$ cat src/logic/timer_channel_regs.vh
// Register offsets, field positions, reset values and mode codes of the timer channel.
`ifndef TIMER_CHANNEL_REGS_VH
`define TIMER_CHANNEL_REGS_VH
// Byte addresses of the word-aligned registers.
`define OFF_TIMER_CTRL 8'h00
`define OFF_CHAN_CTRL_STATUS 8'h04
`define OFF_CHAN_VALUE_HIGH 8'h08
`define OFF_CHAN_VALUE_LOW 8'h0C
`define OFF_MODULO_VALUE 8'h10
`define OFF_COUNTER 8'h14
// Timer control fields.
`define CLOCK_SOURCE_SEL_LSB 0
`define CENTER_PWM_SELECT_BIT 2
`define PRESCALE_LSB 3
// Channel control/status fields.
`define EDGE_LEVEL_SEL_LSB 2
`define CHANNEL_MODE_SEL_LSB 4
`define CHAN_IRQ_ENABLE_BIT 6
`define CHAN_EVENT_FLAG_BIT 7
// Reset values.
`define TIMER_CTRL_RESET 8'h00
`define CHAN_CTRL_RESET 8'h00
`define CHAN_VALUE_RESET 16'h0000
`define MODULO_RESET 16'h0000
// Clock source codes.
`define CLK_NONE 2'b00
`define CLK_BUS 2'b01
`define CLK_FIXED 2'b10
`define CLK_EXT 2'b11
// Edge/level codes.
`define ELS_OFF 2'b00
`define ELS_RISE 2'b01
`define ELS_FALL 2'b10
`define ELS_BOTH 2'b11
// Decoded channel modes.
`define MODE_CAPTURE 2'd0
`define MODE_COMPARE 2'd1
`define MODE_EDGE_PWM 2'd2
`define MODE_CENTER_PWM 2'd3
// Counter limits.
`define COUNT_FREE_MAX 16'hFFFF
`define COUNT_ONE 16'h0001
`endif

$ cat src/logic/timer_channel.v
// One 16-bit timer channel with shared counter, byte-coherent value register and APB slave.
//
// The register offsets and the APB interface to the registers were chosen for this implementation.
`timescale 1ns/1ps
`include "timer_channel_regs.vh"
// Contract
// RULE_01: edge/level 00 releases the pin.
// RULE_02: capture rising, falling or both edges.
// RULE_03: compare: none, toggle, clear, set pin.
// RULE_04: edge PWM high-true or low-true pulses.
// RULE_05: center PWM pulses on up-count compare.
// RULE_06: reset clears both value bytes.
// RULE_07: capture read latches pair until other read.
// RULE_08: status write resets byte coherency latches.
// RULE_09: value writes ignored in capture mode.
// RULE_10: read latch frozen during background debug.
// RULE_11: debug reads return live register contents.
// RULE_12: compare/PWM writes buffered, moved as pair.
// RULE_13: no clock: update at second byte.
// RULE_14: compare: update at next counter change.
// RULE_15: PWM: update at modulo minus one step.
// RULE_16: bytes accepted in either order.
// RULE_17: debug writes go straight to register.
// RULE_18: debug writes leave buffered sequence intact.
// RULE_19: one shared counter, prescaler, modulo register.
// RULE_20: center bit forces center PWM everywhere.
// RULE_21: center PWM counts up and down.
// RULE_22: event flag on capture or match, irq.
// RULE_23: flag cleared by read-then-write-zero sequence.
// RULE_24: clock source select codes, reset none.
// RULE_25: per-byte markers track coherent transfers.
module timer_channel (
  input wire pclk,
  input wire presetn,
  input wire ce,
  input wire psel,
  input wire penable,
  input wire pwrite,
  input wire [7:0] paddr,
  input wire [31:0] pwdata,
  output reg [31:0] prdata,
  output wire pready,
  output wire pslverr,
  input wire debug_active,
  input wire fixed_clk_tick,
  input wire ext_clk_pin,
  input wire chan_pin_in,
  output reg chan_pin_out,
  output wire chan_pin_oe,
  output wire chan_irq
);

  // Decodes the channel mode from the center bit and mode field.
  function [1:0] chan_mode;
    input center;
    input [1:0] ms;
    begin
      if (center) begin
        chan_mode = `MODE_CENTER_PWM; // [RULE_20]
      end else if (ms[1]) begin
        chan_mode = `MODE_EDGE_PWM;
      end else if (ms[0]) begin
        chan_mode = `MODE_COMPARE;
      end else begin
        chan_mode = `MODE_CAPTURE;
      end
    end
  endfunction

  reg [7:0] timer_ctrl;
  reg [7:0] chan_ctrl;
  reg chan_event_flag;
  reg flag_armed;
  reg [15:0] modulo_value;
  reg [15:0] counter;
  reg count_down;
  reg [7:0] presc_cnt;
  reg [15:0] chan_reg;
  reg [7:0] wbuf_hi;
  reg [7:0] wbuf_lo;
  reg hi_wmark;
  reg lo_wmark;
  reg wr_pending;
  reg [15:0] rbuf;
  reg [15:0] snap;
  reg hi_rmark;
  reg lo_rmark;
  reg pin_s1;
  reg pin_s2;
  reg pin_s3;
  reg ext_s1;
  reg ext_s2;
  reg ext_s3;
  reg [31:0] next_rdata;
  reg [15:0] next_counter;
  reg next_down;
  reg src_tick;

  wire [1:0] clock_source_sel = timer_ctrl[`CLOCK_SOURCE_SEL_LSB +: 2];
  wire center_pwm_select = timer_ctrl[`CENTER_PWM_SELECT_BIT];
  wire [2:0] prescale = timer_ctrl[`PRESCALE_LSB +: 3];
  wire [1:0] edge_level_sel = chan_ctrl[`EDGE_LEVEL_SEL_LSB +: 2];
  wire [1:0] channel_mode_sel = chan_ctrl[`CHANNEL_MODE_SEL_LSB +: 2];
  wire chan_irq_enable = chan_ctrl[`CHAN_IRQ_ENABLE_BIT];
  wire [1:0] mode = chan_mode(center_pwm_select, channel_mode_sel);
  wire is_capture = (mode == `MODE_CAPTURE);
  wire is_pwm = (mode == `MODE_EDGE_PWM) || (mode == `MODE_CENTER_PWM);

  // Bus strobes; every transfer completes in its first access cycle.
  wire setup_ph = psel & ~penable;
  wire access = psel & penable;
  wire wr = access & pwrite;
  wire rd = access & ~pwrite;
  wire sel_tctl = (paddr == `OFF_TIMER_CTRL);
  wire sel_csc = (paddr == `OFF_CHAN_CTRL_STATUS);
  wire sel_vh = (paddr == `OFF_CHAN_VALUE_HIGH);
  wire sel_vl = (paddr == `OFF_CHAN_VALUE_LOW);
  wire sel_mod = (paddr == `OFF_MODULO_VALUE);
  wire sel_cnt = (paddr == `OFF_COUNTER);
  wire mapped = sel_tctl | sel_csc | sel_vh | sel_vl | sel_mod | sel_cnt;
  assign pready = 1'b1;
  assign pslverr = access & ~mapped;

  // A zero modulo means the counter runs free up to its full range.
  wire [15:0] term = (modulo_value == 16'h0000) ? `COUNT_FREE_MAX : modulo_value;
  wire [7:0] presc_limit = (8'h01 << prescale) - 8'h01;
  wire cnt_en = ce & src_tick & (presc_cnt == presc_limit) & ~debug_active; // [RULE_19]

  // Pin and external clock pass two flops before anything looks at them.
  always @(posedge pclk or negedge presetn) begin
    if (!presetn) begin
      pin_s1 <= 1'b0;
      pin_s2 <= 1'b0;
      pin_s3 <= 1'b0;
      ext_s1 <= 1'b0;
      ext_s2 <= 1'b0;
      ext_s3 <= 1'b0;
    end else if (ce) begin
      pin_s1 <= chan_pin_in;
      pin_s2 <= pin_s1;
      pin_s3 <= pin_s2;
      ext_s1 <= ext_clk_pin;
      ext_s2 <= ext_s1;
      ext_s3 <= ext_s2;
    end
  end

  wire pin_rise = pin_s2 & ~pin_s3;
  wire pin_fall = ~pin_s2 & pin_s3;

  // Capture edge selection; edge/level 00 disables capture entirely.
  wire cap_event = is_capture & (((edge_level_sel == `ELS_RISE) & pin_rise) |
    ((edge_level_sel == `ELS_FALL) & pin_fall) | ((edge_level_sel == `ELS_BOTH) & (pin_rise | pin_fall))); // [RULE_02]

  // Counter clock source and next count value.
  always @* begin
    case (clock_source_sel) // [RULE_24]
      `CLK_BUS: src_tick = 1'b1;
      `CLK_FIXED: src_tick = fixed_clk_tick;
      `CLK_EXT: src_tick = ext_s2 & ~ext_s3;
      default: src_tick = 1'b0;
    endcase
    next_down = count_down;
    if (!center_pwm_select) begin
      next_down = 1'b0;
      next_counter = (counter >= term) ? 16'h0000 : counter + `COUNT_ONE; // [RULE_21]
    end else if (!count_down) begin
      if (counter >= term) begin
        next_down = (term != 16'h0000);
        next_counter = (term == 16'h0000) ? 16'h0000 : counter - `COUNT_ONE; // [RULE_21]
      end else begin
        next_counter = counter + `COUNT_ONE;
      end
    end else begin
      if (counter == 16'h0000) begin
        next_down = 1'b0;
        next_counter = `COUNT_ONE;
      end else begin
        next_counter = counter - `COUNT_ONE;
      end
    end
  end

  // Shared counter with prescaler; frozen while debug is active.
  always @(posedge pclk or negedge presetn) begin
    if (!presetn) begin
      counter <= 16'h0000;
      count_down <= 1'b0;
      presc_cnt <= 8'h00;
    end else if (ce) begin
      if (wr & sel_cnt) begin
        counter <= 16'h0000;
        count_down <= 1'b0;
        presc_cnt <= 8'h00;
      end else if (src_tick & ~debug_active) begin
        if (presc_cnt == presc_limit) begin
          presc_cnt <= 8'h00;
          counter <= next_counter;
          count_down <= next_down;
        end else begin
          presc_cnt <= presc_cnt + 8'h01;
        end
      end
    end
  end

  // Compare match when the counter steps onto the channel value.
  wire match = cnt_en & ~is_capture & (next_counter == chan_reg);
  // PWM at 0% or 100% duty never raises the flag.
  wire duty_edge = (chan_reg != 16'h0000) & (chan_reg <= term);
  wire up_match = (mode != `MODE_CENTER_PWM) | ~next_down;
  wire cmp_event = match & (~is_pwm | (duty_edge & up_match)); // [RULE_22]
  wire chan_event = cap_event | cmp_event;

  // Buffered pair loads at the point the current mode allows.
  wire pwm_load = cnt_en & (counter == term - `COUNT_ONE) & (next_counter == term); // [RULE_15]
  wire load_ok = (clock_source_sel == `CLK_NONE) | (is_pwm ? pwm_load : cnt_en); // [RULE_14]

  // Value byte writes outside debug and outside capture go to the buffer.
  wire vwr = wr & (sel_vh | sel_vl) & ~is_capture; // [RULE_09]
  wire buf_wr = vwr & ~debug_active;
  wire dbg_wr = vwr & debug_active;
  wire second = (sel_vh & lo_wmark) | (sel_vl & hi_wmark); // [RULE_16]
  wire [15:0] pair = sel_vh ? {pwdata[7:0], wbuf_lo} : {wbuf_hi, pwdata[7:0]};
  wire csc_wr = wr & sel_csc;

  // Write coherency buffer; its markers ignore value writes during debug.
  always @(posedge pclk or negedge presetn) begin
    if (!presetn) begin
      wbuf_hi <= 8'h00;
      wbuf_lo <= 8'h00;
      hi_wmark <= 1'b0;
      lo_wmark <= 1'b0;
      wr_pending <= 1'b0;
    end else if (ce) begin
      if (wr_pending & load_ok & ~debug_active) begin
        wr_pending <= 1'b0;
      end
      if (csc_wr) begin
        hi_wmark <= 1'b0; // [RULE_08]
        lo_wmark <= 1'b0; // [RULE_25]
      end else if (buf_wr) begin
        if (sel_vh) begin
          wbuf_hi <= pwdata[7:0]; // [RULE_12]
        end else begin
          wbuf_lo <= pwdata[7:0];
        end
        if (second) begin
          hi_wmark <= 1'b0; // [RULE_25]
          lo_wmark <= 1'b0;
          wr_pending <= (clock_source_sel != `CLK_NONE);
        end else begin
          hi_wmark <= hi_wmark | sel_vh;
          lo_wmark <= lo_wmark | sel_vl;
        end
      end
    end
  end

  // Channel register: capture, coherent load, or direct debug write.
  always @(posedge pclk or negedge presetn) begin
    if (!presetn) begin
      chan_reg <= `CHAN_VALUE_RESET; // [RULE_06]
    end else if (ce) begin
      if (cap_event) begin
        chan_reg <= counter;
      end else if (dbg_wr) begin
        if (sel_vh) begin
          chan_reg[15:8] <= pwdata[7:0]; // [RULE_17]
        end else begin
          chan_reg[7:0] <= pwdata[7:0]; // [RULE_18]
        end
      end else if (buf_wr & second & (clock_source_sel == `CLK_NONE)) begin
        chan_reg <= pair; // [RULE_13]
      end else if (wr_pending & load_ok & ~debug_active) begin
        chan_reg <= {wbuf_hi, wbuf_lo}; // [RULE_14]
      end
    end
  end

  // Read coherency latch for capture mode; frozen during debug.
  wire vrd = rd & (sel_vh | sel_vl) & is_capture & ~debug_active; // [RULE_10]
  always @(posedge pclk or negedge presetn) begin
    if (!presetn) begin
      rbuf <= 16'h0000;
      snap <= 16'h0000;
      hi_rmark <= 1'b0;
      lo_rmark <= 1'b0;
    end else if (ce) begin
      if (setup_ph) begin
        snap <= chan_reg;
      end
      if (csc_wr) begin
        hi_rmark <= 1'b0; // [RULE_08]
        lo_rmark <= 1'b0;
      end else if (vrd) begin
        if ((sel_vh & lo_rmark) | (sel_vl & hi_rmark)) begin
          hi_rmark <= 1'b0; // [RULE_25]
          lo_rmark <= 1'b0;
        end else begin
          rbuf <= snap; // [RULE_07]
          hi_rmark <= sel_vh;
          lo_rmark <= sel_vl;
        end
      end
    end
  end

  // Software registers and the event flag with its clear sequence.
  always @(posedge pclk or negedge presetn) begin
    if (!presetn) begin
      timer_ctrl <= `TIMER_CTRL_RESET; // [RULE_24]
      chan_ctrl <= `CHAN_CTRL_RESET;
      modulo_value <= `MODULO_RESET;
      chan_event_flag <= 1'b0;
      flag_armed <= 1'b0;
    end else if (ce) begin
      if (wr & sel_tctl) begin
        timer_ctrl <= pwdata[7:0];
      end
      if (wr & sel_mod) begin
        modulo_value <= pwdata[15:0];
      end
      if (csc_wr) begin
        chan_ctrl <= {1'b0, pwdata[6:0]};
      end
      // A new event wins over a clear in the same cycle and restarts the sequence.
      if (chan_event) begin
        chan_event_flag <= 1'b1; // [RULE_22]
        flag_armed <= 1'b0; // [RULE_23]
      end else if (csc_wr & flag_armed & ~pwdata[`CHAN_EVENT_FLAG_BIT]) begin
        chan_event_flag <= 1'b0; // [RULE_23]
        flag_armed <= 1'b0;
      end else if (rd & sel_csc & chan_event_flag) begin
        flag_armed <= 1'b1;
      end
    end
  end

  // Read data is formed in the setup cycle and held through the access cycle.
  always @* begin
    next_rdata = 32'h0000_0000;
    if (sel_tctl) begin
      next_rdata[7:0] = timer_ctrl;
    end else if (sel_csc) begin
      next_rdata[7:0] = {chan_event_flag, chan_ctrl[6:0]};
    end else if (sel_vh) begin
      next_rdata[7:0] = (is_capture & ~debug_active & lo_rmark) ? rbuf[15:8] : chan_reg[15:8]; // [RULE_11]
    end else if (sel_vl) begin
      next_rdata[7:0] = (is_capture & ~debug_active & hi_rmark) ? rbuf[7:0] : chan_reg[7:0]; // [RULE_11]
    end else if (sel_mod) begin
      next_rdata[15:0] = modulo_value;
    end else if (sel_cnt) begin
      next_rdata[15:0] = counter;
    end
  end

  always @(posedge pclk or negedge presetn) begin
    if (!presetn) begin
      prdata <= 32'h0000_0000;
    end else if (ce & setup_ph & ~pwrite) begin
      prdata <= next_rdata;
    end
  end

  // Pin drive; PWM level follows the counter, compare acts only on a match.
  wire low_true = edge_level_sel[0];
  wire pwm_level = (counter < chan_reg) ^ low_true; // [RULE_04]
  always @(posedge pclk or negedge presetn) begin
    if (!presetn) begin
      chan_pin_out <= 1'b0;
    end else if (ce) begin
      if (is_pwm) begin
        chan_pin_out <= pwm_level; // [RULE_05]
      end else if ((mode == `MODE_COMPARE) & match) begin
        case (edge_level_sel)
          `ELS_RISE: chan_pin_out <= ~chan_pin_out; // [RULE_03]
          `ELS_FALL: chan_pin_out <= 1'b0;
          `ELS_BOTH: chan_pin_out <= 1'b1;
          default: chan_pin_out <= chan_pin_out;
        endcase
      end
    end
  end

  // The pin is only driven outside capture and never with edge/level 00.
  assign chan_pin_oe = (edge_level_sel != `ELS_OFF) & ~is_capture; // [RULE_01]
  assign chan_irq = chan_event_flag & chan_irq_enable; // [RULE_22]

endmodule // timer_channel

$ cat config.mk
export PLATFORM = sky130hd
export DESIGN_NAME = timer_channel
export DESIGN_NICKNAME = d
export VERILOG_FILES = /design/src/logic/timer_channel.v
export VERILOG_INCLUDE_DIRS = /design/src /design/src/logic
export SDC_FILE = /design/constraint.sdc
export NUM_CORES = 1
export LEC_CHECK = 0
export ABC_AREA = 1
export BUFFER_PORTS_ARGS = -buffer_cell sky130_fd_sc_hd__buf_2
export CORE_MARGIN = 2
export CORE_UTILIZATION = 50
export DETAILED_ROUTE_END_ITERATION = 10
export GPL_TIMING_DRIVEN = 0
export MAX_ROUTING_LAYER = met4
export PLACE_DENSITY = 0.68
export RECOVER_POWER = 100
export SLEW_MARGIN = 20
export SYNTH_ARGS = -nofsm -noshare
export SYNTH_HDL_FRONTEND = slang
export SYNTH_SLANG_ARGS = --single-unit
$ cat constraint.sdc
create_clock -name pclk -period 4.1 [get_ports pclk]
set_input_delay 1.23 -clock pclk [delete_from_list [all_inputs] [get_ports pclk]]
set_output_delay 1.23 -clock pclk [all_outputs]
set_load 0.02 [all_outputs]
## Word-level counts from Yosys, hierarchy flattened

Index checks and enable logic that the tools add are counted.

- Add/sub/neg operators: 5
- Multipliers: 0
- Divide/modulo/power cells: 0
- Magnitude comparators: 3
- Equal/unequal tests: 21
- Shifts and indexed selects: 1
- Multiplexer cells: 68
- Bitwise operators: 87
- Reduce and logical (&&, ||, !) cells: 36

Operators by type and width:

| kind | number |
|---|---|
| 16-bit two-way mux | 17 |
| 8-bit two-way mux | 15 |
| 1-bit bitwise AND | 54 |
| 16-bit == test | 3 |
| 16-bit logical NOT | 3 |
| 1-bit two-way mux | 32 |
| 16-bit nonzero test | 2 |
| 16-bit by 1-bit subtractor with 16-bit output, second input constant | 2 |
| 2-bit AND reduction | 9 |
| 1-bit bitwise OR | 17 |
| 16-bit by 1-bit adder with 16-bit output, second input constant | 1 |
| 8-bit by 4-bit == test with 1-bit output, second input constant | 2 |
| 8-bit by 5-bit == test with 1-bit output, second input constant | 2 |
| 16-bit >= comparator | 1 |
| 16-bit <= comparator | 1 |
| 16-bit < comparator | 1 |
| 2-bit nonzero test | 8 |
| 1-bit NOT | 15 |
| 2-bit == test, second input constant | 6 |
| 3-bit AND reduction | 4 |
| 4-bit AND reduction | 3 |
| 8-bit by 1-bit adder with 8-bit output, second input constant | 1 |
| 8-bit by 3-bit == test with 1-bit output, second input constant | 1 |
| 8-bit == test | 1 |
| 13 further kinds | 20 |

- Flip-flop bits (word level): 150
- Latch bits: 0
- Memory bits (writable): 0
- ROM bits: 0
- Bits of input ports: 50
- Output and inout bits: 37
- Word-level logic and storage cells: 248
- Memories kept: 0

## Depth between registers and ports, before layout

Gate-level depths: netlist of the first run.

- Depth in word-level cells: 17
- Gate-level depth with buffers: 37
- Mapped depth without buffers: 34

## Worst setup path before layout of the first run

Ideal clock, no wire load.

- Path type: register -> register
- From: reg modulo_value[2]
- To: reg chan_reg[0]
- Setup time: 118 ps
- Arrival time: 3464 ps
- Data required time: 3982 ps
- Setup slack: 518 ps
- Cell stages (with the launch flop): 31
- Path buffers: 3
- Period minus slack after synthesis: 3582 ps
- Cell sequence: dfrtp_1 > nor2_4 > nand2_1 > nor2_1 > nand2_1 > buf_6 > buf_2 > nand2_1 > inv_1 > ha_1 > a21oi_1 > o21a_1 > o221a_2 > clkbuf_1 > nand3_1 > nand3_1 > nand2_1 > nand3_1 > nand2_1 > nor2_1 > nand2_1 > nor2_1 > nand2_1 > nand2_1 > nand2_1 > nand2_1 > nand2_2 > nand2_4 > nand2_2 > nand2_1 > nand2_1

- Cells in the longest elaborated chain, start to end: 15
- Elaborated cells between the ends (all ways): 20
- Those cells by class: add/sub (1); order compare (1); eq/ne (2); mux (7); bitwise (5); reduce/logical (4)

Ends and longest elaborated chain:

| what | RTL line | RTL |
|---|---|---|
| start: declaration | timer_channel.v:74 | `reg [15:0] modulo_value;` |
| start signal: assignment | timer_channel.v:314 | `` modulo_value <= `MODULO_RESET; `` |
| start signal: assignment | timer_channel.v:322 | `modulo_value <= pwdata[15:0];` |
| 16-bit logical NOT | timer_channel.v:125 | `` wire [15:0] term = (modulo_value == 16'h0000) ? `COUNT_FREE_MAX : modulo_value; `` |
| 16-bit two-way mux * | timer_channel.v:125 |  |
| parallel branches: the longest is 6 deep, another holds 16-bit >= comparator | n/a |  |
| 1-bit bitwise AND * | timer_channel.v:216 | `` wire pwm_load = cnt_en & (counter == term - `COUNT_ONE) & (next_counter == term); `` |
| 1-bit two-way mux * | timer_channel.v:217 | `` wire load_ok = (clock_source_sel == `CLK_NONE) \| (is_pwm ? pwm_load : cnt_en); `` |
| 1-bit bitwise OR * | timer_channel.v:217 |  |
| 1-bit bitwise AND * (2 in a row) | timer_channel.v:275 | `end else if (wr_pending & load_ok & ~debug_active) begin` |
| 4-bit nonzero test (no line) * | n/a |  |
| 3-bit AND reduction (no line) * | n/a |  |
| end signal: assignment | timer_channel.v:271 | `chan_reg[7:0] <= pwdata[7:0];` |
| end signal: assignment | timer_channel.v:274 | `chan_reg <= pair;` |
| end signal: assignment | timer_channel.v:276 | `chan_reg <= {wbuf_hi, wbuf_lo};` |
| end: declaration | timer_channel.v:78 | `reg [15:0] chan_reg;` |

Mark *: on every way between the ends.
A chain may end at the register's enable or synchronous reset.

## Worst setup path in the final report of the first run

- From: reg modulo_value[9]
- To: reg chan_reg[2]

The elaborated chain is that of the path after synthesis.

==> results of run 1 <==
## cells in the final DEF, fill, tap and decap left out, types with 22 or more instances in the layout
cell type  instances
xor2_1            35
nand2_1          390
nand3_2           30
nand2_2           47
nand4_1           26
o21ai_0          165
clkbuf_1          53
dfrtp_1          147
buf_2             38
nor3_1            31
buf_4             58
nor2_1           109
a21oi_1           55
o22ai_1           22
inv_1            179
ha_1              41
nand3_1           95
## kinds of logic (layout without fill, tap and decap cells)
group / after synthesis / count (layout)
flops: 150 / 150
mux: 1 / 1
fa+ha+maj: 50 / 50
other cells: 2 / 17
xor+xnor: 37 / 37
compound gates: 293 / 293
buf+inv: 271 / 399
simple gates: 786 / 787
## critical path: cells and delay by family (launching register included)
kind | cells | cell delay [ps]
adder cells (fa/ha/maj) | 1 | 260
AND/OR/NAND/NOR | 24 | 2630
buffers and inverters | 6 | 730
flip-flops | 1 | 400
## where the power goes
group / switching [mW] / internal (mW)
sequential: 0.0495 / 1.54
combinational: 0.289 / 0.132
clock: 0.758 / 0.991
## stage by stage
stage	cell area, sq um	hold slack (ps)	setup WS, ps
2_1_floorplan	10910	442.2	518.0
3_3_place_gp	11520	456.9	-697.2
3_5_place_dp	11560	466.9	-703.0
4_1_cts	12860	476.8	0.1612
5_1_grt	13270	508.7	-150.7
6_report	13270	479.6	-20.62
## routing by layer
layer	vias to the layer above	share of wire, %	track usage, %
li1	5470	-	-
met1	5471	42	49.32
met2	520	45	54.66
met3	95	9.1	6.476
met4	0	3.5	13.04
met5	-	0	-
## worst min-delay path by stage
| stage | from | to | slack, ps |
|---|---|---|---|
| after floorplan | ext_s1$_DFFE_PN0P_ | ext_s1$_DFFE_PN0P_ | 440 |
| after global placement | ext_s1$_DFFE_PN0P_ | ext_s1$_DFFE_PN0P_ | 460 |
| after detailed placement | ext_s1$_DFFE_PN0P_ | ext_s1$_DFFE_PN0P_ | 470 |
| after CTS | hi_rmark$_DFFE_PN0P_ | lo_rmark$_DFFE_PN0P_ | 480 |
| after global routing | ext_s1$_DFFE_PN0P_ | ext_s1$_DFFE_PN0P_ | 510 |
| final | ext_s1$_DFFE_PN0P_ | ext_s1$_DFFE_PN0P_ | 480 |
## cell type report
class,count,share of cell area (%)
Sequential cell,150,28.32
Clock inverter,14,1.519
Inverter,203,5.876
Multi-Input combinational cell,1185,50.64
Timing Repair Buffer,96,4.575
Buffer,68,3.235
Tap cell,275,2.594
Clock buffer,18,3.235
## synth_stat cells (2+ instances only)
cell type,instances
nor2_1,121
or2_2,2
buf_6,5
nand2_1,448
nand2_2,7
o221ai_1,7
o22ai_1,22
buf_4,20
xor2_1,36
o221a_2,2
clkinv_1,6
a31oi_1,2
a211oi_1,3
o31ai_1,5
o211ai_1,8
nor3_1,32
buf_2,8
nand3b_1,2
nor3_2,2
dfrtp_1,150
nand4_1,26
ha_1,50
a21oi_1,60
inv_1,190
and3_1,2
clkbuf_1,34
o21ai_0,167
a221oi_1,6
o2111ai_1,2
inv_2,7
conb_1,2
nor4_1,9
nand3_1,126
nand2_4,3
a31oi_2,2
## repair_timing
action | in CTS | in global routing
gates cloned | 4 | 0
pin swaps | 38 | 50
resized for setup | 110 | 90
setup endpoints to repair | 20 | 21
setup buffers | 28 | 12
==> flow_summary.json, run 1 <==
{
  "crit_path_frequent_cell": "nand2_2",
  "relSlewSlack_pct": -84.42,
  "vdd_drop_max_uv": 328.1,
  "vias": 11560,
  "vias_per_cell": 5.752,
  "area_growth_pct": 22.20,
  "routed_wirelength_um": 40120,
  "setup_viol": 5,
  "timing.rr.start": "modulo_value[9]$_DFFE_PN0P_",
  "grt_max_degree": 98,
  "drtIter0Drc": 1047,
  "fp-row-count": 53,
  "cts_buffers": 17,
  "post_cts_hold_buffer_count": 0,
  "required_ps": 4480,
  "netlist_area_sq_um": 10860,
  "synth_area_leaders": "dfrtp_1, nand2_1, o21ai_0, inv_1, nand3_1",
  "port-buffer-count": 52,
  "cp-start-kind": "register",
  "drv_cap": 1,
  "tritoncts": "yes",
  "grt_usage_pct": 36.33,
  "drc": 0,
  "gp_congestion": 1.002,
  "dp_hpwl_um": 30490,
  "timing.final.ws_setup_ps": -20.62,
  "wl_per_cell_um": 19.97,
  "drive_gt1_share_pct": 17.82,
  "root_buffer": "clkbuf_16",
  "synth_xor_area_share_pct": 2.985,
  "outcome": "complete, but fails checks",
  "finalPower_mw": 3.762,
  "die-height_um": 151.3,
  "clk_pin_slew_ps": 80,
  "ys_warn_count": 0,
  "critPathKind": "reg -> reg",
  "finish.utilization_pct": 62.71,
  "cpPeakStageDelay_ps": 400,
  "cp_slowest_cell": "dfrtp_1",
  "globalRoute.totalOverflow": 0,
  "cp_max_fo": 10,
  "end_kind": "register",
  "reg2reg_slack_ps": -20,
  "fin_crit_ps": 4121,
  "antenna_found_initial": 0,
  "clock_sinks": 150,
  "slew_violations": 54,
  "startpoint": "modulo_value[9]$_DFFE_PN0P_",
  "finClkSkew_ps": 12.71,
  "synth_top_family_by_area": "simple AND/OR/NAND/NOR gates",
  "hold_path_depth": 2,
  "synth_mux_area_share_pct": 0.1037,
  "multi_input_area_sq_um": 6718,
  "ios": 87,
  "synth-simple-area-share_pct": 30.91,
  "async_reset_ff_share_pct": 100.0,
  "r2r_end": "chan_reg[2]$_DFFE_PN0P_",
  "fin_tns_setup_ps": -56.03,
  "yosysTopAreaCell": "dfrtp_1",
  "dp_cells": 1933,
  "ys_dominant_reg_cell": "dfrtp_1",
  "final_cells": 2009,
  "synth_cell_type_count": 51,
  "fmax_ghz": 0.2427,
  "syn_area_per_cell_sq_um": 6.827,
  "fp.coreArea_sq_um": 21150,
  "crit_arrival_ps": 4500,
  "final_net_count": 1821,
  "synth_top_area_share_pct": 34.58,
  "ys_ff_latch": 150,
  "cts_buffer_depth": 2,
  "grt_pass1_vias": 10520,
  "synth-edff-count": 0,
  "cellPowerDensity_nw_per_um2": 283.6,
  "fillers": 2023,
  "tightest_slew_ps": 2766,
  "synth-adder-area-share_pct": 5.763,
  "period_share_pct": 100.5,
  "crit_path_end": "chan_reg[2]$_DFFE_PN0P_",
  "initial_utilization_pct": 51.32,
  "cts_max_level": 4,
  "synth.yosys.seq_area_share_pct": 34.58,
  "failed_checks": "capacitance limit, slew limit, setup timing",
  "antenna_cells": 0,
  "r2r_cells": 31,
  "die_x_um": 151.3,
  "p_leak_nw": 6.479,
  "firstDrtPassIters": 7,
  "grt_pass1_wl_um": 60150,
  "clkLatencyLatePin_ps": 440,
  "seq_area_sq_um": 3757,
  "finalHoldViolCount": 0,
  "hp-class": "reg -> reg",
  "die_area_sq_um": 22910,
  "ant_nets": 0,
  "synth_cells": 1590,
  "grt_setup_unrepaired": "yes",
  "synth_compound_area_share_pct": 15.09
}
No activity file was read; power rests on OpenSTA's default activity.
==> run 2, diff against run 1 <==
--- a/config.mk
+++ b/config.mk
@@ -10,6 +10,7 @@
 export BUFFER_PORTS_ARGS = -buffer_cell sky130_fd_sc_hd__buf_2
 export CORE_MARGIN = 2
 export CORE_UTILIZATION = 50
+export CTS_BUF_LIST = sky130_fd_sc_hd__clkbuf_8 sky130_fd_sc_hd__clkbuf_16
 export DETAILED_ROUTE_END_ITERATION = 10
 export GPL_TIMING_DRIVEN = 0
 export MAX_ROUTING_LAYER = met4
==> flow_summary.json, run 2 (same netlist as run 1, synthesis figures left out) <==
{
  "antenna_found_initial": 0,
  "p_leak_nw": 6.483,
  "timing.final.ws_setup_ps": -13.84,
  "cellPowerDensity_nw_per_um2": 283.5,
  "final_cell_mix": "nand2_1, inv_1, o21ai_0",
  "hp-start": "ext_s1$_DFFE_PN0P_",
  "area_growth_pct": 22.20,
  "outcome": "complete, but fails checks",
  "fin_crit_ps": 4114,
  "wl_per_cell_um": 19.98,
  "vias": 11560,
  "min_to": "ext_s1$_DFFE_PN0P_",
  "firstDrtPassIters": 6,
  "cp-start-kind": "register",
  "crit_arrival_ps": 4490,
  "end_kind": "register",
  "relSlewSlack_pct": -81.64,
  "timing.rr.start": "modulo_value[9]$_DFFE_PN0P_",
  "clock_sinks": 150,
  "fmax_ghz": 0.2431,
  "post_cts_hold_buffer_count": 0,
  "slew_violations": 54,
  "fp.coreArea_sq_um": 21150,
  "r2r_cells": 31,
  "drc": 0,
  "period_share_pct": 100.3,
  "grt_usage_pct": 36.33,
  "cts_buffer_depth": 2,
  "final_cells": 2009,
  "cp_max_fo": 10,
  "drive_gt1_share_pct": 17.82,
  "fillers": 2023,
  "setup_viol": 4,
  "vias_per_cell": 5.754,
  "grt_max_degree": 98,
  "initial_utilization_pct": 51.32,
  "cts_max_level": 4,
  "failed_checks": "capacitance limit, slew limit, setup timing",
  "required_ps": 4480,
  "hp-class": "reg -> reg",
  "tightest_slew_ps": 2725,
  "root_buffer": "clkbuf_16",
  "final_net_count": 1821,
  "vdd_drop_max_uv": 328.3,
  "crit_path_frequent_cell": "nand2_2",
  "grt_pass1_vias": 10520,
  "die_area_sq_um": 22910,
  "finClkSkew_ps": 14.20,
  "drtIter0Drc": 1044,
  "die_x_um": 151.3,
  "routed_wirelength_um": 40130,
  "hold_path_depth": 2,
  "cpPeakStageDelay_ps": 400,
  "placed_area_sq_um": 11560,
  "layout_commonest_cell": "nand2_1",
  "dp_cells": 1933,
  "dp_hpwl_um": 30490,
  "gp_congestion": 1.002,
  "tritoncts": "yes",
  "cts_buffers": 17,
  "grt_setup_unrepaired": "yes",
  "fp-row-count": 53,
  "drv_cap": 1,
  "reg2reg_slack_ps": -10,
  "r2r_end": "chan_reg[2]$_DFFE_PN0P_",
  "finalHoldViolCount": 0,
  "clkLatencyLatePin_ps": 440,
  "cp_slowest_cell": "dfrtp_1",
  "antenna_cells": 0,
  "port-buffer-count": 52,
  "globalRoute.totalOverflow": 0,
  "pre_cts_ws_ps": -703.0,
  "critPathKind": "reg -> reg",
  "stdcell_area_sq_um": 13270,
  "ant_nets": 0,
  "grt_pass1_wl_um": 60150,
  "ios": 87,
  "die-height_um": 151.3,
  "clk_pin_slew_ps": 80
}
## run 2: cell count changes in the layout (fill, tap and decap cells not counted), sizes merged
| cell | before | now |
|---|---|---|
| clkbuf | 73 | 72 |
| inv | 206 | 207 |
## run 2: what timing repair did
| action | CTS | global route |
|---|---|---|
| gates resized for setup | 110 | 90 |
| cloned | 4 | 0 |
| buffers inserted | 28 | 12 |
| pin swaps | 38 | 50 |
| setup endpoints to repair | 20 | 21 |
## run 2: metrics by stage
step / power [mW] / hold slack [ps] / utilization (%) / setup TNS, ps
floorplan: 1.850 / 442.2 / - / 0
global placement: 2.001 / 456.9 / 54.44 / -82770
detailed placement: 2.012 / 466.9 / 54.65 / -12920
CTS: 3.748 / 476.5 / 60.82 / 0
global route: 3.877 / 508.7 / 62.71 / -2494
finish: 3.761 / 479.6 / 62.71 / -30.72
## run 2: worst max path at each step
stage / from / to / slack [ps]
after floorplan: modulo_value[2]$_DFFE_PN0P_ / chan_reg[0]$_DFFE_PN0P_ / 520
after global placement: modulo_value[10]$_DFFE_PN0P_ / chan_reg[9]$_DFFE_PN0P_ / -700
after detailed placement: modulo_value[10]$_DFFE_PN0P_ / chan_reg[9]$_DFFE_PN0P_ / -700
after CTS: modulo_value[13]$_DFFE_PN0P_ / chan_reg[10]$_DFFE_PN0P_ / 0.2
after global routing: modulo_value[9]$_DFFE_PN0P_ / chan_reg[14]$_DFFE_PN0P_ / -150
final: modulo_value[9]$_DFFE_PN0P_ / chan_reg[2]$_DFFE_PN0P_ / -10
## run 2: layout make-up
cell class	instances	area, sq um	area share, %
timing repair buffer	96	606.8	4.575
multi-input combinational	1185	6718	50.64
sequential	150	3757	28.32
tap	275	344.1	2.594
clock buffer	17	425.4	3.207
clock inverter	15	205.2	1.547
inverter	203	779.5	5.876
buffer	68	429.2	3.235
## run 2: routing by layer
layer	GRT usage [%]	up-vias	wire length, um
met1	49.32	5455	16920
met2	54.66	533	18220
met3	6.476	95	3681
met4	13.04	0	1311
met5	-	-	0
li1	-	5477	-
## run 2: critical path, delay by kind of cell (launching register included)
family                   cells  cell delay [ps]
AND/OR/NAND/NOR             24             2620
buffers and inverters        6              730
flip-flops                   1              400
adder cells (fa/ha/maj)      1              260
## run 2: power breakdown
| group | leakage (nW) | switching (mW) | internal (mW) | total [mW] |
|---|---|---|---|---|
| Clock | 0.314 | 0.759 | 0.988 | 1.75 |
| Combinational | 4.30 | 0.289 | 0.132 | 0.421 |
| Sequential | 1.87 | 0.0496 | 1.54 | 1.59 |
| Total | 6.48 | 1.10 | 2.66 | 3.76 |
==> run 3, diff against run 2 <==
--- a/config.mk
+++ b/config.mk
@@ -7,14 +7,14 @@
 export NUM_CORES = 1
 export LEC_CHECK = 0
 export ABC_AREA = 1
+export ABC_CLOCK_PERIOD_IN_PS = 4100
 export BUFFER_PORTS_ARGS = -buffer_cell sky130_fd_sc_hd__buf_2
 export CORE_MARGIN = 2
-export CORE_UTILIZATION = 50
+export CORE_UTILIZATION = 40
 export CTS_BUF_LIST = sky130_fd_sc_hd__clkbuf_8 sky130_fd_sc_hd__clkbuf_16
 export DETAILED_ROUTE_END_ITERATION = 10
 export GPL_TIMING_DRIVEN = 0
 export MAX_ROUTING_LAYER = met4
-export PLACE_DENSITY = 0.68
 export RECOVER_POWER = 100
 export SLEW_MARGIN = 20
 export SYNTH_ARGS = -nofsm -noshare
==> flow_summary.json, run 3 (same netlist as run 1, synthesis figures left out) <==
{
  "outcome": "complete, but fails checks",
  "vias": 11410,
  "hp-class": "reg -> reg",
  "slew_violations": 59,
  "clkLatencyLatePin_ps": 440,
  "fp.coreArea_sq_um": 26800,
  "grt_max_degree": 94,
  "root_buffer": "clkbuf_16",
  "fmax_ghz": 0.2419,
  "die-height_um": 168.7,
  "ios": 87,
  "vdd_drop_max_uv": 248.9,
  "relSlewSlack_pct": -7.037,
  "clock_sinks": 150,
  "final_net_count": 1830,
  "grt_setup_unrepaired": "yes",
  "vias_per_cell": 5.476,
  "grt_pass1_vias": 10880,
  "setup_viol": 11,
  "fp-row-count": 60,
  "cp_slowest_cell": "dfrtp_1",
  "period_share_pct": 100.8,
  "antenna_cells": 0,
  "grt_usage_pct": 30.39,
  "firstDrtPassIters": 7,
  "drv_cap": 1,
  "placed_area_sq_um": 11650,
  "wl_per_cell_um": 19.82,
  "cts_buffer_depth": 2,
  "cellPowerDensity_nw_per_um2": 266.7,
  "area_growth_pct": 22.95,
  "grt_pass1_wl_um": 63650,
  "timing.final.ws_setup_ps": -34.39,
  "critPathKind": "reg -> reg",
  "initial_utilization_pct": 40.50,
  "drive_gt1_share_pct": 17.96,
  "end_kind": "register",
  "p_leak_nw": 6.455,
  "required_ps": 4460,
  "layout_commonest_cell": "nand2_1",
  "drc": 0,
  "antenna_found_initial": 0,
  "cts_buffers": 17,
  "failed_checks": "capacitance limit, slew limit, setup timing",
  "globalRoute.totalOverflow": 0,
  "cpPeakStageDelay_ps": 390,
  "die_area_sq_um": 28470,
  "fin_tns_setup_ps": -115.0,
  "tightest_slew_ps": 1606,
  "routed_wirelength_um": 41310,
  "port-buffer-count": 52,
  "stdcell_area_sq_um": 13350,
  "tritoncts": "yes",
  "ant_nets": 0,
  "dp_hpwl_um": 31720,
  "fin_crit_ps": 4134,
  "gp_congestion": 0.9675,
  "cts_max_level": 4,
  "cp_max_fo": 8,
  "die_x_um": 168.7,
  "crit_arrival_ps": 4500,
  "final_cell_mix": "nand2_1, inv_1, o21ai_0",
  "finalHoldViolCount": 0,
  "finClkSkew_ps": 12.59,
  "clk_pin_slew_ps": 80,
  "drtIter0Drc": 951,
  "cp-start-kind": "register",
  "crit_path_frequent_cell": "nand2_2"
}
## run 3: cell types whose count changed in the layout (fill, tap and decap cells not counted), moves of 4 or more
cell	change
nand2_1	+4
buf_4	+6
nand3_1	+8
nand3_2	-8
inv_1	-4
clkinvlp_4	+5
nand2_2	-5
## run 3: worst paths after layout
check | start | endpoint | slack [ps] | depth (start not counted)
worst max register to register | modulo_value[9]$_DFFE_PN0P_ | chan_reg[12]$_DFFE_PN0P_ | -30 | 31
worst min register to register | ext_s1$_DFFE_PN0P_ | ext_s2$_DFFE_PN0P_ | 470 | 2
worst max-delay path | modulo_value[9]$_DFFE_PN0P_ | chan_reg[12]$_DFFE_PN0P_ | -30 | 31
worst min-delay path | ext_s1$_DFFE_PN0P_ | ext_s2$_DFFE_PN0P_ | 470 | 2
min in group asynchronous | presetn | snap[12]$_DFFE_PN0P_ | 1190 | 1
max in group asynchronous | presetn | modulo_value[1]$_DFFE_PN0P_ | 620 | 2
## run 3: metrics by stage
step	total power [mW]	std cells	utilization [%]	hold slack [ps]	setup WS, ps
after global placement	2.003	1998	43.28	454.1	-806.4
after CTS	3.573	2068	48.90	478.0	-0.5840
after floorplan	1.850	1605	-	442.2	518.0
after global routing	3.693	2084	49.80	489.2	-161.0
final	3.560	2084	49.80	473.4	-34.39
after detailed placement	2.015	2000	43.46	462.0	-786.5
## run 3: critical path: cells and delay by family, from the launching register on
| kind | cells | cell delay (ps) |
|---|---|---|
| fa+ha+maj | 1 | 250 |
| flops | 1 | 390 |
| buf+inv | 6 | 660 |
| simple gates | 24 | 2720 |
## run 3: metal layers
layer / share of wire (%) / global-route usage (%) / vias up
met5: 0 / - / -
met4: 3.1 / 10.23 / 0
met3: 5.9 / 3.040 / 67
met2: 46 / 47.18 / 430
met1: 45 / 41.75 / 5418
li1: - / - / 5496
## run 3: final cells by class
class	count	area (sq um)
Buffer	68	422.9
Clock buffer	19	452.9
Clock inverter	13	112.6
Fill cell	2679	13450
Inverter	203	799.5
Multi-Input combinational cell	1184	6688
Sequential cell	150	3760
Tap cell	341	426.7
Timing Repair Buffer	106	684.4
## run 3: timing repair
action                     CTS  global route
hold buffers                 0             0
buffers inserted            32            16
pin swaps                   46            45
setup endpoints to repair   20            20
gates resized for setup    151            50
cloned                       4             0
## run 3: report_power, final
part,switching [mW],leakage (nW),internal (mW)
clock network,0.723,0.263,0.825
registers,0.0505,1.86,1.54
logic,0.285,4.33,0.132
